==> src/inc/packed24_pixel_unpacker_map.vh <==
/*
 * Register offsets, field positions, reset values and timing counts of the
 * packed 24-bit pixel unpacker.
 * Assumes a 32-bit classic Wishbone slave, one register per aligned word.
 */
`ifndef PACKED24_PIXEL_UNPACKER_MAP_VH
`define PACKED24_PIXEL_UNPACKER_MAP_VH

// byte offsets
`define OFS_TRUE_COLOR_CTRL   8'h00
`define OFS_MUX_CTRL          8'h04
`define OFS_MISC_CTRL         8'h08
`define OFS_CLOCK_CTRL        8'h0c
`define OFS_LATCH_CTRL        8'h10
`define OFS_STATUS            8'h14

// reset values
`define RST_TRUE_COLOR_CTRL   8'h80
`define RST_MUX_CTRL          8'h98
`define RST_MISC_CTRL         8'h00
`define RST_CLOCK_CTRL        8'h00
`define RST_LATCH_CTRL        8'h00

// true colour control fields
`define TCC_BGR_BIT           0
`define TCC_FIVE_BIT          3
`define TCC_SHIFT_TIMING_BIT  5
// multiplex control fields
`define MUX_BUS64_BIT         2
`define MUX_VGA_LATCH_BIT     6
`define MUX_VGA_MODE_BIT      7
// misc control fields
`define MISC_PORT_SEL_BIT     4
`define MISC_BYPASS_BIT       5
// clock control fields
`define CLK_RCLK_SRC_BIT      5

// timing
`define CLK_PERIOD_NS         100
`define DOT_PERIOD_NS         300
`define DOT_DIV               (`DOT_PERIOD_NS / `CLK_PERIOD_NS)
`define SHIFT_LOAD_DELAY      2

`endif

==> src/hw/packed24_pixel_unpacker.v <==
/*
 * Packed 24-bit pixel port: unpacks N pixels from M pixel-bus words, aligns
 * groups to blanking, makes the return and shift clocks, and latches the
 * legacy VGA port. Assumes a classic Wishbone master and a graphics
 * accelerator that drives bus and blanking right after each load-clock rise.
 */
// The address map and the Wishbone slave port were chosen for this implementation.
`include "packed24_pixel_unpacker_map.vh"

module packed24_pixel_unpacker (
    input  wire        clk_i,
    input  wire        rst_i,
    input  wire [7:0]  wb_adr_i,
    input  wire [31:0] wb_dat_i,
    input  wire [3:0]  wb_sel_i,
    input  wire        wb_we_i,
    input  wire        wb_cyc_i,
    input  wire        wb_stb_i,
    output reg  [31:0] wb_dat_o,
    output reg         wb_ack_o,
    input  wire        pixel_load_clock_i,
    input  wire        system_blank_in_i,
    input  wire [63:0] pixel_bus_i,
    input  wire        vga_clock_in_i,
    input  wire [7:0]  vga_pixel_in_i,
    input  wire        vga_blank_in_i,
    input  wire        vga_hsync_in_i,
    input  wire        vga_vsync_in_i,
    output reg         return_clock_o,
    output reg         shift_clock_o,
    output reg  [23:0] pixel_o,
    output reg         pixel_valid_o,
    output reg         blank_o,
    output reg         palette_lookup_o,
    output reg         port_select_enable_o,
    output reg         vga_source_o,
    output reg  [7:0]  vga_pixel_o,
    output reg         vga_blank_o,
    output reg         vga_hsync_o,
    output reg         vga_vsync_o
);
    localparam [2:0] ST_IDLE = 3'b001;
    localparam [2:0] ST_WAIT = 3'b010;
    localparam [2:0] ST_ACT  = 3'b100;

    function [3:0] grp_pixels;
        input bus64;
        input five;
        begin
            if (bus64)
                grp_pixels = five ? 4'd5 : 4'd8;
            else
                grp_pixels = five ? 4'd5 : 4'd4;
        end
    endfunction

    function [3:0] grp_words;
        input bus64;
        input five;
        begin
            if (bus64)
                grp_words = five ? 4'd2 : 4'd3;
            else
                grp_words = five ? 4'd4 : 4'd3;
        end
    endfunction

    // register file
    reg  [7:0]   tcc_q;
    reg  [7:0]   mux_q;
    reg  [7:0]   misc_q;
    reg  [7:0]   clkc_q;
    reg  [7:0]   latch_q;

    // link side state
    reg  [2:0]   state_q;
    reg          wait_cnt_q;
    reg  [1:0]   widx_q;
    reg  [191:0] asm_q;
    reg  [191:0] group_q;
    reg  [191:0] seq_q;
    reg          have_group_q;
    reg  [63:0]  bus_hold_q;
    reg          blank_hold_q;
    reg  [2:0]   blank_pipe_q;
    reg          shift_run_q;

    // dot side state
    reg  [3:0]   pidx_q;
    reg          seq_run_q;
    reg  [3:0]   div_q;
    reg          dot_en_q;
    reg  [4:0]   acc_q;

    // vga side
    reg  [10:0]  vga_hold_q;

    wire [65:0]  link_lvl;
    wire         lrise;
    wire         lfall;
    wire [11:0]  vga_lvl;
    wire         vrise;
    wire         vfall;

    wire         bus64     = mux_q[`MUX_BUS64_BIT];
    wire         five      = tcc_q[`TCC_FIVE_BIT];
    wire         shift_sel = tcc_q[`TCC_SHIFT_TIMING_BIT];
    wire [3:0]   n_pix     = grp_pixels(bus64, five);
    wire [3:0]   m_words   = grp_words(bus64, five);
    wire [1:0]   last_w    = m_words[1:0] - 2'd1;
    wire [1:0]   les       = (latch_q[1:0] > last_w) ? last_w : latch_q[1:0];
    // clocks per group: n_pix dots of three clocks each
    wire [4:0]   rclk_mod  = {n_pix, 1'b0} + {1'b0, n_pix};
    wire [23:0]  raw_pix   = seq_q[pidx_q*24 +: 24];
    wire         wb_req    = wb_cyc_i & wb_stb_i & ~wb_ack_o;
    wire         blank_s   = blank_hold_q;
    wire         do_load;
    wire [1:0]   load_idx;

    pin_sync #(.W(66)) link_sync (
        .clk_i   (clk_i),
        .rst_i   (rst_i),
        .pin_i   ({pixel_bus_i, system_blank_in_i, pixel_load_clock_i}),
        .level_o (link_lvl),
        .rise_o  (lrise),
        .fall_o  (lfall)
    );

    pin_sync #(.W(12)) vga_sync (
        .clk_i   (clk_i),
        .rst_i   (rst_i),
        .pin_i   ({vga_pixel_in_i, vga_vsync_in_i, vga_hsync_in_i,
                   vga_blank_in_i, vga_clock_in_i}),
        .level_o (vga_lvl),
        .rise_o  (vrise),
        .fall_o  (vfall)
    );

    // wishbone slave, answers one cycle after the request
    always @(posedge clk_i) begin
        if (rst_i) begin
            wb_ack_o <= 1'b0;
            wb_dat_o <= 32'h0000_0000;
            tcc_q    <= `RST_TRUE_COLOR_CTRL;
            mux_q    <= `RST_MUX_CTRL;
            misc_q   <= `RST_MISC_CTRL;
            clkc_q   <= `RST_CLOCK_CTRL;
            latch_q  <= `RST_LATCH_CTRL;
        end else begin
            wb_ack_o <= wb_req;
            if (wb_req & wb_we_i & wb_sel_i[0]) begin
                case (wb_adr_i)
                    `OFS_TRUE_COLOR_CTRL: tcc_q   <= wb_dat_i[7:0];
                    `OFS_MUX_CTRL:        mux_q   <= wb_dat_i[7:0];
                    `OFS_MISC_CTRL:       misc_q  <= wb_dat_i[7:0];
                    `OFS_CLOCK_CTRL:      clkc_q  <= wb_dat_i[7:0];
                    `OFS_LATCH_CTRL:      latch_q <= wb_dat_i[7:0];
                    default: ;
                endcase
            end
            if (wb_req & ~wb_we_i) begin
                case (wb_adr_i)
                    `OFS_TRUE_COLOR_CTRL: wb_dat_o <= {24'h000000, tcc_q};
                    `OFS_MUX_CTRL:        wb_dat_o <= {24'h000000, mux_q};
                    `OFS_MISC_CTRL:       wb_dat_o <= {24'h000000, misc_q};
                    `OFS_CLOCK_CTRL:      wb_dat_o <= {24'h000000, clkc_q};
                    `OFS_LATCH_CTRL:      wb_dat_o <= {24'h000000, latch_q};
                    `OFS_STATUS:          wb_dat_o <= {16'h0000, have_group_q, seq_run_q,
                                                       shift_run_q, state_q, widx_q,
                                                       pidx_q, 4'h0};
                    default:              wb_dat_o <= 32'h0000_0000;
                endcase
            end
        end
    end

    // bus and blanking are held at the load clock's fall, half a period after
    // the accelerator changed them, and used at the following rise
    always @(posedge clk_i) begin
        if (rst_i) begin
            bus_hold_q   <= 64'h0000_0000_0000_0000;
            blank_hold_q <= 1'b0;
        end else if (lfall) begin
            bus_hold_q   <= link_lvl[65:2];
            blank_hold_q <= link_lvl[1];
        end
    end

    assign do_load  = lrise & ((state_q == ST_ACT & blank_s) |
                               (state_q == ST_IDLE & blank_s & ~shift_sel) |
                               (state_q == ST_WAIT & blank_s & wait_cnt_q));
    assign load_idx = (state_q == ST_ACT) ? widx_q : 2'd0;

    always @(posedge clk_i) begin
        if (rst_i) begin
            state_q      <= ST_IDLE;
            wait_cnt_q   <= 1'b0;
            widx_q       <= 2'd0;
            asm_q        <= 192'h0;
            group_q      <= 192'h0;
            have_group_q <= 1'b0;
            blank_pipe_q <= 3'b000;
            shift_run_q  <= 1'b0;
        end else if (lrise) begin
            blank_pipe_q <= {blank_pipe_q[1:0], blank_s};
            case (state_q)
                ST_IDLE: begin
                    widx_q <= 2'd0;
                    if (blank_s & shift_sel) begin
                        state_q     <= ST_WAIT;
                        wait_cnt_q  <= 1'b0;
                        shift_run_q <= 1'b1;
                    end else if (blank_s) begin
                        state_q <= ST_ACT;
                    end
                end
                ST_WAIT: begin
                    if (~blank_s) begin
                        state_q     <= ST_IDLE;
                        shift_run_q <= 1'b0;
                    end else if (wait_cnt_q) begin
                        state_q <= ST_ACT;
                    end else begin
                        wait_cnt_q <= 1'b1;
                    end
                end
                ST_ACT: begin
                    if (~blank_s) begin
                        state_q     <= ST_IDLE;
                        shift_run_q <= 1'b0;
                        widx_q      <= 2'd0;
                    end
                end
                default: state_q <= ST_IDLE;
            endcase
            if (do_load) begin
                if (bus64)
                    asm_q[load_idx*64 +: 64] <= bus_hold_q;
                else
                    asm_q[load_idx*32 +: 32] <= bus_hold_q[31:0];
                if (load_idx == last_w) begin
                    widx_q       <= 2'd0;
                    have_group_q <= 1'b1;
                    if (bus64)
                        group_q <= (asm_q & ~({128'h0, {64{1'b1}}} << (load_idx * 64)))
                                   | ({128'h0, bus_hold_q} << (load_idx * 64));
                    else
                        group_q <= {64'h0, asm_q[127:0] & ~({96'h0, 32'hffff_ffff}
                                   << (load_idx * 32))}
                                   | ({160'h0, bus_hold_q[31:0]} << (load_idx * 32));
                end else begin
                    widx_q <= load_idx + 2'd1;
                end
            end
        end
    end

    // dot sequencer: the edge chosen by the edge delay restarts the dot divider
    always @(posedge clk_i) begin
        if (rst_i) begin
            div_q     <= 4'd0;
            dot_en_q  <= 1'b0;
            pidx_q    <= 4'd0;
            seq_run_q <= 1'b0;
            seq_q     <= 192'h0;
            pixel_o   <= 24'h000000;
            pixel_valid_o <= 1'b0;
        end else begin
            if (do_load & (load_idx == les) & have_group_q) begin
                div_q     <= 4'd0;
                // first dot on the next clock, else an 8:3 group overruns its three loads
                dot_en_q  <= 1'b1;
                pidx_q    <= 4'd0;
                seq_run_q <= 1'b1;
                seq_q     <= group_q;
            end else begin
                dot_en_q <= (div_q == `DOT_DIV - 1);
                div_q    <= (div_q == `DOT_DIV - 1) ? 4'd0 : div_q + 4'd1;
                if (dot_en_q & seq_run_q) begin
                    pidx_q <= pidx_q + 4'd1;
                    if (pidx_q == n_pix - 4'd1)
                        seq_run_q <= 1'b0;
                end
            end
            pixel_valid_o <= dot_en_q & seq_run_q;
            if (dot_en_q & seq_run_q) begin
                if (tcc_q[`TCC_BGR_BIT])
                    pixel_o <= {raw_pix[7:0], raw_pix[15:8], raw_pix[23:16]};
                else
                    pixel_o <= {raw_pix[23:16], raw_pix[15:8], raw_pix[7:0]};
            end
        end
    end

    // return clock: rate generator stepped every clock, 2M against 3N, so the
    // faster 32-bit ratios still fit; in the five-pixel ratios one level is a clock short every other
    // period at 5:2 and every fourth period at 5:4, so duty is 7 or 8 in 15
    always @(posedge clk_i) begin
        if (rst_i) begin
            acc_q          <= 5'd0;
            return_clock_o <= 1'b0;
        end else if (clkc_q[`CLK_RCLK_SRC_BIT]) begin
            if (acc_q + {m_words, 1'b0} >= rclk_mod) begin
                acc_q          <= acc_q + {m_words, 1'b0} - rclk_mod;
                return_clock_o <= ~return_clock_o;
            end else begin
                acc_q <= acc_q + {m_words, 1'b0};
            end
        end else if (dot_en_q) begin
            acc_q          <= 5'd0;
            return_clock_o <= ~return_clock_o;
        end
    end

    // shift clock, blanking pipeline and colour path
    always @(posedge clk_i) begin
        if (rst_i) begin
            shift_clock_o        <= 1'b0;
            blank_o              <= 1'b0;
            palette_lookup_o     <= 1'b1;
            port_select_enable_o <= 1'b0;
        end else begin
            shift_clock_o        <= shift_sel & shift_run_q & link_lvl[0];
            blank_o              <= shift_sel ? blank_pipe_q[2] : blank_pipe_q[0];
            palette_lookup_o     <= ~misc_q[`MISC_BYPASS_BIT];
            port_select_enable_o <= misc_q[`MISC_PORT_SEL_BIT];
        end
    end

    // legacy VGA port, latched on the VGA clock unless the latch select is set
    always @(posedge clk_i) begin
        if (rst_i) begin
            vga_hold_q   <= 11'h000;
            vga_pixel_o  <= 8'h00;
            vga_blank_o  <= 1'b0;
            vga_hsync_o  <= 1'b0;
            vga_vsync_o  <= 1'b0;
            vga_source_o <= 1'b1;
        end else begin
            vga_source_o <= mux_q[`MUX_VGA_MODE_BIT];
            if (mux_q[`MUX_VGA_LATCH_BIT] ? lfall : vfall)
                vga_hold_q <= vga_lvl[11:1];
            if (mux_q[`MUX_VGA_LATCH_BIT] ? lrise : vrise) begin
                vga_pixel_o <= vga_hold_q[10:3];
                vga_vsync_o <= vga_hold_q[2];
                vga_hsync_o <= vga_hold_q[1];
                vga_blank_o <= vga_hold_q[0];
            end
        end
    end
endmodule

==> src/hw/pin_sync.v <==
/*
 * Three-stage synchroniser for a group of pins from outside the clock domain.
 * A level is taken once the second and third stages agree; bit 0 also gives
 * rise and fall pulses. Assumes clk_i is much faster than the pin's changes.
 */
module pin_sync #(
    parameter W = 1
) (
    input  wire         clk_i,
    input  wire         rst_i,
    input  wire [W-1:0] pin_i,
    output reg  [W-1:0] level_o,
    output reg          rise_o,
    output reg          fall_o
);
    reg [W-1:0] s1_q;
    reg [W-1:0] s2_q;
    reg [W-1:0] s3_q;
    integer     i;

    always @(posedge clk_i) begin
        if (rst_i) begin
            s1_q    <= {W{1'b0}};
            s2_q    <= {W{1'b0}};
            s3_q    <= {W{1'b0}};
            level_o <= {W{1'b0}};
            rise_o  <= 1'b0;
            fall_o  <= 1'b0;
        end else begin
            s1_q <= pin_i;
            s2_q <= s1_q;
            s3_q <= s2_q;
            for (i = 0; i < W; i = i + 1) begin
                if (s2_q[i] == s3_q[i])
                    level_o[i] <= s3_q[i];
            end
            rise_o <= (s2_q[0] & s3_q[0]) & ~level_o[0];
            fall_o <= ~(s2_q[0] | s3_q[0]) & level_o[0];
        end
    end
endmodule

==> config.mk <==
export PLATFORM = sky130hd
export DESIGN_NAME = packed24_pixel_unpacker
export DESIGN_NICKNAME = d
export VERILOG_FILES = /design/src/hw/packed24_pixel_unpacker.v /design/src/hw/pin_sync.v
export VERILOG_INCLUDE_DIRS = /design/src /design/src/inc
export SDC_FILE = /design/constraint.sdc
export NUM_CORES = 2
export LEC_CHECK = 0
export BUFFER_PORTS_ARGS = -buffer_cell sky130_fd_sc_hd__buf_2
export CAP_MARGIN = 20
export CELL_PAD_IN_SITES_DETAIL_PLACEMENT = 1
export CELL_PAD_IN_SITES_GLOBAL_PLACEMENT = 1
export CORE_MARGIN = 2
export CORE_UTILIZATION = 43
export DETAILED_ROUTE_END_ITERATION = 16
export GPL_TIMING_DRIVEN = 0
export PLACE_DENSITY_LB_ADDON = 0.1
export SYNTH_ARGS = -nofsm -noshare
export SYNTH_HDL_FRONTEND = slang
export SYNTH_SLANG_ARGS = --single-unit
==> constraint.sdc <==
create_clock -name clk_i -period 3.9 [get_ports clk_i]
set_clock_uncertainty 0.05 [all_clocks]
set_input_delay 0 -clock clk_i [delete_from_list [all_inputs] [get_ports clk_i]]
set_output_delay 0 -clock clk_i [all_outputs]
set_load 0.01 [all_outputs]
; ---- Word-level counts from Yosys, hierarchy flattened
; Index checks and enable logic that the tools add are counted.
[word_totals]
reg_bits = 1109
input_bits = 127
out_inout_bits = 75
elab_cells = 352
[op_classes]
n_addsub = 10
mul = 1
n_lt_le_gt_ge = 2
n_eq_ne = 98
shift = 9
n_mux = 43
bitwise = 42
n_reduce_logical = 23
[ops]
columns = cell, n
row1 = $bwmux 192, 2
row2 = $mux 192, 2
row3 = $and 192x192->192, 1
row4 = $not 192->192, 1
row5 = $or 128x192->192, 1
row6 = $or 192x192->192, 1
row7 = $shift 32x34->192 const A, 1
row8 = $shift 64x34->192 const A, 1
row9 = $shiftx 192x10->24, 1
row10 = $shiftx 32x34->192, 1
row11 = $shiftx 64x34->192, 1
row12 = $shl 32x7->192, 1
row13 = $shl 64x8->192, 1
row14 = $shl 64x8->192 const A, 1
row15 = $and 128x128->128, 1
row16 = $not 128->128, 1
row17 = $shl 32x7->128 const A, 1
row18 = $pmux 16 s6, 1
row19 = $eq 1x1->1, 78
row20 = $neg 7->34, 1
row21 = $neg 8->34, 1
row22 = $mux 24, 1
row23 = $and 1x1->1, 23
row24 = $mux 3, 7
row25 = other kinds (40), 97

; ---- Logic depth before layout (Yosys ltp)
[logic_depth]
word_depth = 10
mapped_depth = 14
mapped_depth_nobuf = 11

; ---- Modules after synthesis
; From an unflattened synthesis, not the netlist that was laid out.
[unflattened]
hier_cells = 4891
hier_area_um2 = 44925.6
[modules_own_cells]
columns = module, n_inst, cells_per_inst, area_each_um2, seq_area_each_um2
row1 = packed24_pixel_unpacker, 1, 4061, 35768.1, 15554.9
row2 = pin_sync (link_sync), 1, 697, 7659.8, 5325.1
row3 = pin_sync (vga_sync), 1, 133, 1497.7, 1001.0

; ---- Worst setup path after synthesis
; Ideal clock, no wire load.
[synth_timing]
path_type = reg-to-reg
start = register mux_q[2]
end = register acc_q[4]
setup_ns = 0.117
t_arrival_ns = 3.788
t_required_ns = 3.733
path_slack_ns = -0.055
path_stages_with_launch = 15
n_path_buf = 4
synth_period_minus_slack_ns = 3.955
path_cell_list = dfxtp_1 > buf_1 > clkbuf_1 > clkbuf_1 > nand2b_1 > inv_1 > fa_1 > inv_1 > ha_1 > clkbuf_1 > or4b_2 > o211ai_1 > o21ai_1 > or2_2 > a32o_1
[synth_between]
elab_chain_len = 5
word_cells_on_any_way = 8
classes_between = 3 x add/sub / 1 x order compare / 4 x mux
[synth_lines]
columns = item, line
row1 = start: declaration, packed24_pixel_unpacker.v:70  ; reg [7:0] mux_q;
row2 = start signal: assignment, packed24_pixel_unpacker.v:145  ; mux_q <= `RST_MUX_CTRL;
row3 = start signal: assignment, packed24_pixel_unpacker.v:154  ; `OFS_MUX_CTRL: mux_q <= wb_dat_i[7:0];
row4 = $mux 3 or $mux 4 (tied branches), "packed24_pixel_unpacker.v:61, packed24_pixel_unpacker.v:50"
row5 = $add 5x5->5 or $add 5x4->5 (tied branches), --
row6 = $sub 5x5->5 or $ge 5x5->1 (tied branches), "packed24_pixel_unpacker.v:304, packed24_pixel_unpacker.v:303"
row7 = $mux 5 *, packed24_pixel_unpacker.v:303  ; if (acc_q + {m_words, 1'b0} >= rclk_mod) begin
row8 = $mux 5 *, packed24_pixel_unpacker.v:302  ; end else if (clkc_q[`CLK_RCLK_SRC_BIT]) begin
row9 = end signal: assignment, packed24_pixel_unpacker.v:304  ; acc_q <= acc_q + {m_words, 1'b0} - rclk_mod;
row10 = end signal: assignment, packed24_pixel_unpacker.v:307  ; acc_q <= acc_q + {m_words, 1'b0};
row11 = end: declaration, packed24_pixel_unpacker.v:93  ; reg [4:0] acc_q;
; Mark *: on every way between the ends. The rest lies on a longest branch, timed or not.
; A chain may end at the register's enable or synchronous reset.

; ---- Worst setup path after layout
[layout_timing]
start = register mux_q[2]
end = register seq_q[39]
[layout_between]
elab_chain_len = 7
[layout_lines]
columns = item, line
row1 = $mux 3 *, packed24_pixel_unpacker.v:61  ; if (bus64)
row2 = $sub 2x1->2 *, packed24_pixel_unpacker.v:110  ; wire [1:0] last_w = m_words[1:0] - 2'd1;
row3 = $gt 2x2->1, packed24_pixel_unpacker.v:111  ; wire [1:0] les = (latch_q[1:0] > last_w) ? last_w : latch_q[1:0];
row4 = $mux 2 *, packed24_pixel_unpacker.v:111
row5 = $eq 2x2->1 *, packed24_pixel_unpacker.v:269  ; if (do_load & (load_idx == les) & have_group_q) begin
row6 = $and 1x1->1 * (2 in series), packed24_pixel_unpacker.v:269
row7 = end signal: assignment, packed24_pixel_unpacker.v:275  ; seq_q <= group_q;
row8 = end: declaration, packed24_pixel_unpacker.v:81  ; reg [191:0] seq_q;
; Marks and branches as above.

==> flow_metrics.py <==
metrics = {
    "sta": {
        "hold_viol": 0,
        "drv_slew": 0,
        "fin_crit_ps": 3839,
        "setup_ws_ps": 61.49,
        "timing.final.crit_share_pct": 98.42,
        "max_freq_mhz": 260.5,
        "fin_hold_ws_ps": 34.57,
        "slew_headroom_pct": 13.67,
        "setup_viol": 0,
        "rsz0062_at_grt": "yes",
        "tightestPinTransition_ps": 1295,
    },
    "floorplan": {
        "start_util_pct": 43.47,
        "die_area_um2": 109200,
        "row_count": 119,
        "fp.dieH_um": 330.4,
        "io_pins": 202,
        "core_area_um2": 105400,
        "die_w_um": 330.4,
    },
    "synthesis": {
        "synth_cell_types": 81,
        "syn_inst": 5013,
        "ys.flop_type": "dfxtp_1",
        "syn_area_um2": 45820,
        "seq_area_frac_synth_pct": 47.75,
        "yosys_warnings": 0,
        "ys_async_sr_fraction_pct": 0,
        "synth_commonest_cells": "1093 x dfxtp_1, 530 x a21oi_1, 412 x clkbuf_1",
        "synth_most_common_cell": "dfxtp_1",
        "yosysTopAreaCellShare_pct": 47.75,
        "synth_top_cell_by_area": "dfxtp_1",
        "synth.ff_latch_count": 1093,
        "synth_area_leaders": "dfxtp_1 48%, a21oi_1 5.8%, mux2i_1 4.6%, nor2b_1 3.8%, clkbuf_1 3.4%",
        "synth_area_per_cell_um2": 9.141,
        "synth_edf_count": 0,
    },
    "cts": {
        "clock_path_buffers": 3,
        "numCtsBuffers": 118,
        "numClockSinks": 1093,
        "cts-root-buf": "clkbuf_16",
        "cts_tree": "yes",
        "clkTransAtPathRegs_ps": 60,
        "clk_latency_ps": 750,
        "cts-htree-levels": 3,
    },
    "power": {
        "power_density_nw_per_um2": 435.7,
        "peakVddDrop_v": 0.0003998,
        "power.leakage_nw": 18.39,
    },
    "critical_path": {
        "critPathMaxFanout": 10,
        "cp.arrival_ps": 4440,
        "critical_path_class": "reg -> reg",
        "r2r_cells": 13,
        "start_kind": "flop",
        "cp-end-kind": "flop",
        "worstPathRequired_ps": 4510,
    },
    "detailed_routing": {
        "totalWireLength_mm": 190.8,
        "dr.pass1.iters": 8,
        "vias": 41860,
        "drtIter0Drc": 3687,
        "wl_per_cell_um": 27.28,
        "drc": 0,
        "ant_nets": 0,
        "viasPerCell": 5.984,
    },
    "placed_design": {
        "io_buffer_count": 154,
        "gp_congestion": 0.9903,
        "dp_hpwl_mm": 138.0,
        "dp_cells": 6592,
        "pre_cts_ws_ps": -1286,
    },
    "grt": {
        "gr-usage-met2_pct": 53.33,
        "grt_pass1_wl_mm": 278.4,
        "use_met3_pct": 6.330,
        "antenna_found_initial": 6,
        "grtUsageTotal_pct": 34.29,
        "grt_busiest_layer": "met2",
        "grt_max_degree": 20,
        "grt_util_met1_pct": 45.24,
        "overflow": 0,
        "first_global_vias": 41660,
    },
    "min_path": {
        "min_path_type": "in -> reg",
        "hold_depth": 3,
    },
    "layout": {
        "fin_cells": 6995,
        "area.growth.synth_to_final_pct": 19.55,
        "layout-drive-gt1-share_pct": 10.79,
        "nets": 5651,
    },
    "flow_run": {
        "cap_violations": 0,
    },
    "status": {
        "run_status": "complete, no violations",
    },
}
## path summary, 6_finish.rpt
kind                            from                 end  slack (ps)
hold / removal       pixel_bus_i[63]  link_sync.s1_q[65]          30
setup / recovery            mux_q[2]           seq_q[39]          60
setup reg to reg            mux_q[2]           seq_q[39]          60
hold reg to reg   link_sync.s1_q[30]  link_sync.s2_q[30]         390
## sequential cells by signal (all words and copies together), names as in the netlist, 12 cells and up
register	cells
link_sync.level_o	66
link_sync.s2_q	66
wb_dat_o	16
vga_sync.s2_q	12
vga_sync.s3_q	12
group_q	192
vga_sync.level_o	12
pixel_o	24
link_sync.s3_q	66
vga_sync.s1_q	12
link_sync.s1_q	66
seq_q	192
asm_q	192
bus_hold_q	64
## cell families (layout without fill, tap and decap cells)
family / count (synthesis) / in the layout / share of synthesized area, %
compound gates: 1541 / 1541 / 21.59
simple gates: 1471 / 1471 / 17.06
flops: 1093 / 1093 / 47.75
buf+inv: 602 / 1172 / 5.398
mux: 266 / 266 / 7.220
fa+ha+maj: 23 / 23 / 0.6444
xor+xnor: 16 / 16 / 0.3222
other cells: 1 / 22 / 0.008184
## area by class of cell
| type | instances | area [µm²] |
|---|---|---|
| Buffer | 539 | 2321 |
| Multi-Input combinational cell | 3334 | 21610 |
| Timing Repair Buffer | 355 | 2877 |
| Antenna cell | 5 | 12.51 |
| Tap cell | 1391 | 1740 |
| Sequential cell | 1093 | 21880 |
| Clock inverter | 48 | 676.9 |
| Clock buffer | 170 | 3430 |
| Fill cell | 12050 | 50640 |
| Inverter | 60 | 225.2 |
## placed cells by master, fill, tap and decap left out, drive strengths merged, types with 205 or more instances in the layout
cell type     n
dfxtp      1093
nor2b       280
nor2        215
nand2b      238
mux2i       209
buf         305
a21oi       531
nand3       205
clkbuf      579
nand2       295
o21ai       292
## power breakdown
group          internal [mW]  switching, mW  leakage [nW]
clock network           6.81           5.00          2.00
registers               11.3         0.0553          8.84
logic                  0.312          0.413          7.55
## stage by stage
step / setup TNS (ps) / utilization (%) / area (µm²) / total power, mW
6_report: 0 / 51.96 / 54780 / 23.87
5_1_grt: -13.12 / 51.95 / 54770 / 24.51
4_1_cts: -37.39 / 51.91 / 54720 / 23.92
3_5_place_dp: -350620 / 46.20 / 48700 / 12.14
3_3_place_gp: -576500 / 45.91 / 48390 / 12.12
2_1_floorplan: 0 / - / 45880 / 11.88
## worst max-delay path: stages, from the launching register on
cell and delay [ps]:
dfxtp_1 400, buf_6 190, clkbuf_8 210, clkbuf_8 220
nand2_1 90, inv_1 70, ha_1 180, mux2_2 350
and2_1 190, nor4_2 410, buf_2 470, clkbuf_1 370
o211ai_1 300, a21oi_1 240
## layer usage
| layer | vias up | wire (µm) |
|---|---|---|
| met3 | 453 | 14290 |
| met2 | 1569 | 83760 |
| met5 | - | 13 |
| met4 | 2 | 11970 |
| li1 | 19030 | - |
| met1 | 20810 | 80770 |
## what timing repair did
action | 4_1_cts | 5_1_grt
cloned | 0 | 0
setup buffers | 2 | 0
pin swaps | 1 | 0
endpoints found under the setup margin | 529 | 183
gates resized for setup | 37 | 26
endpoints found under the hold margin | 128 | 0
hold buffers | 180 | 0
Power figures use the tool's default switching activity.
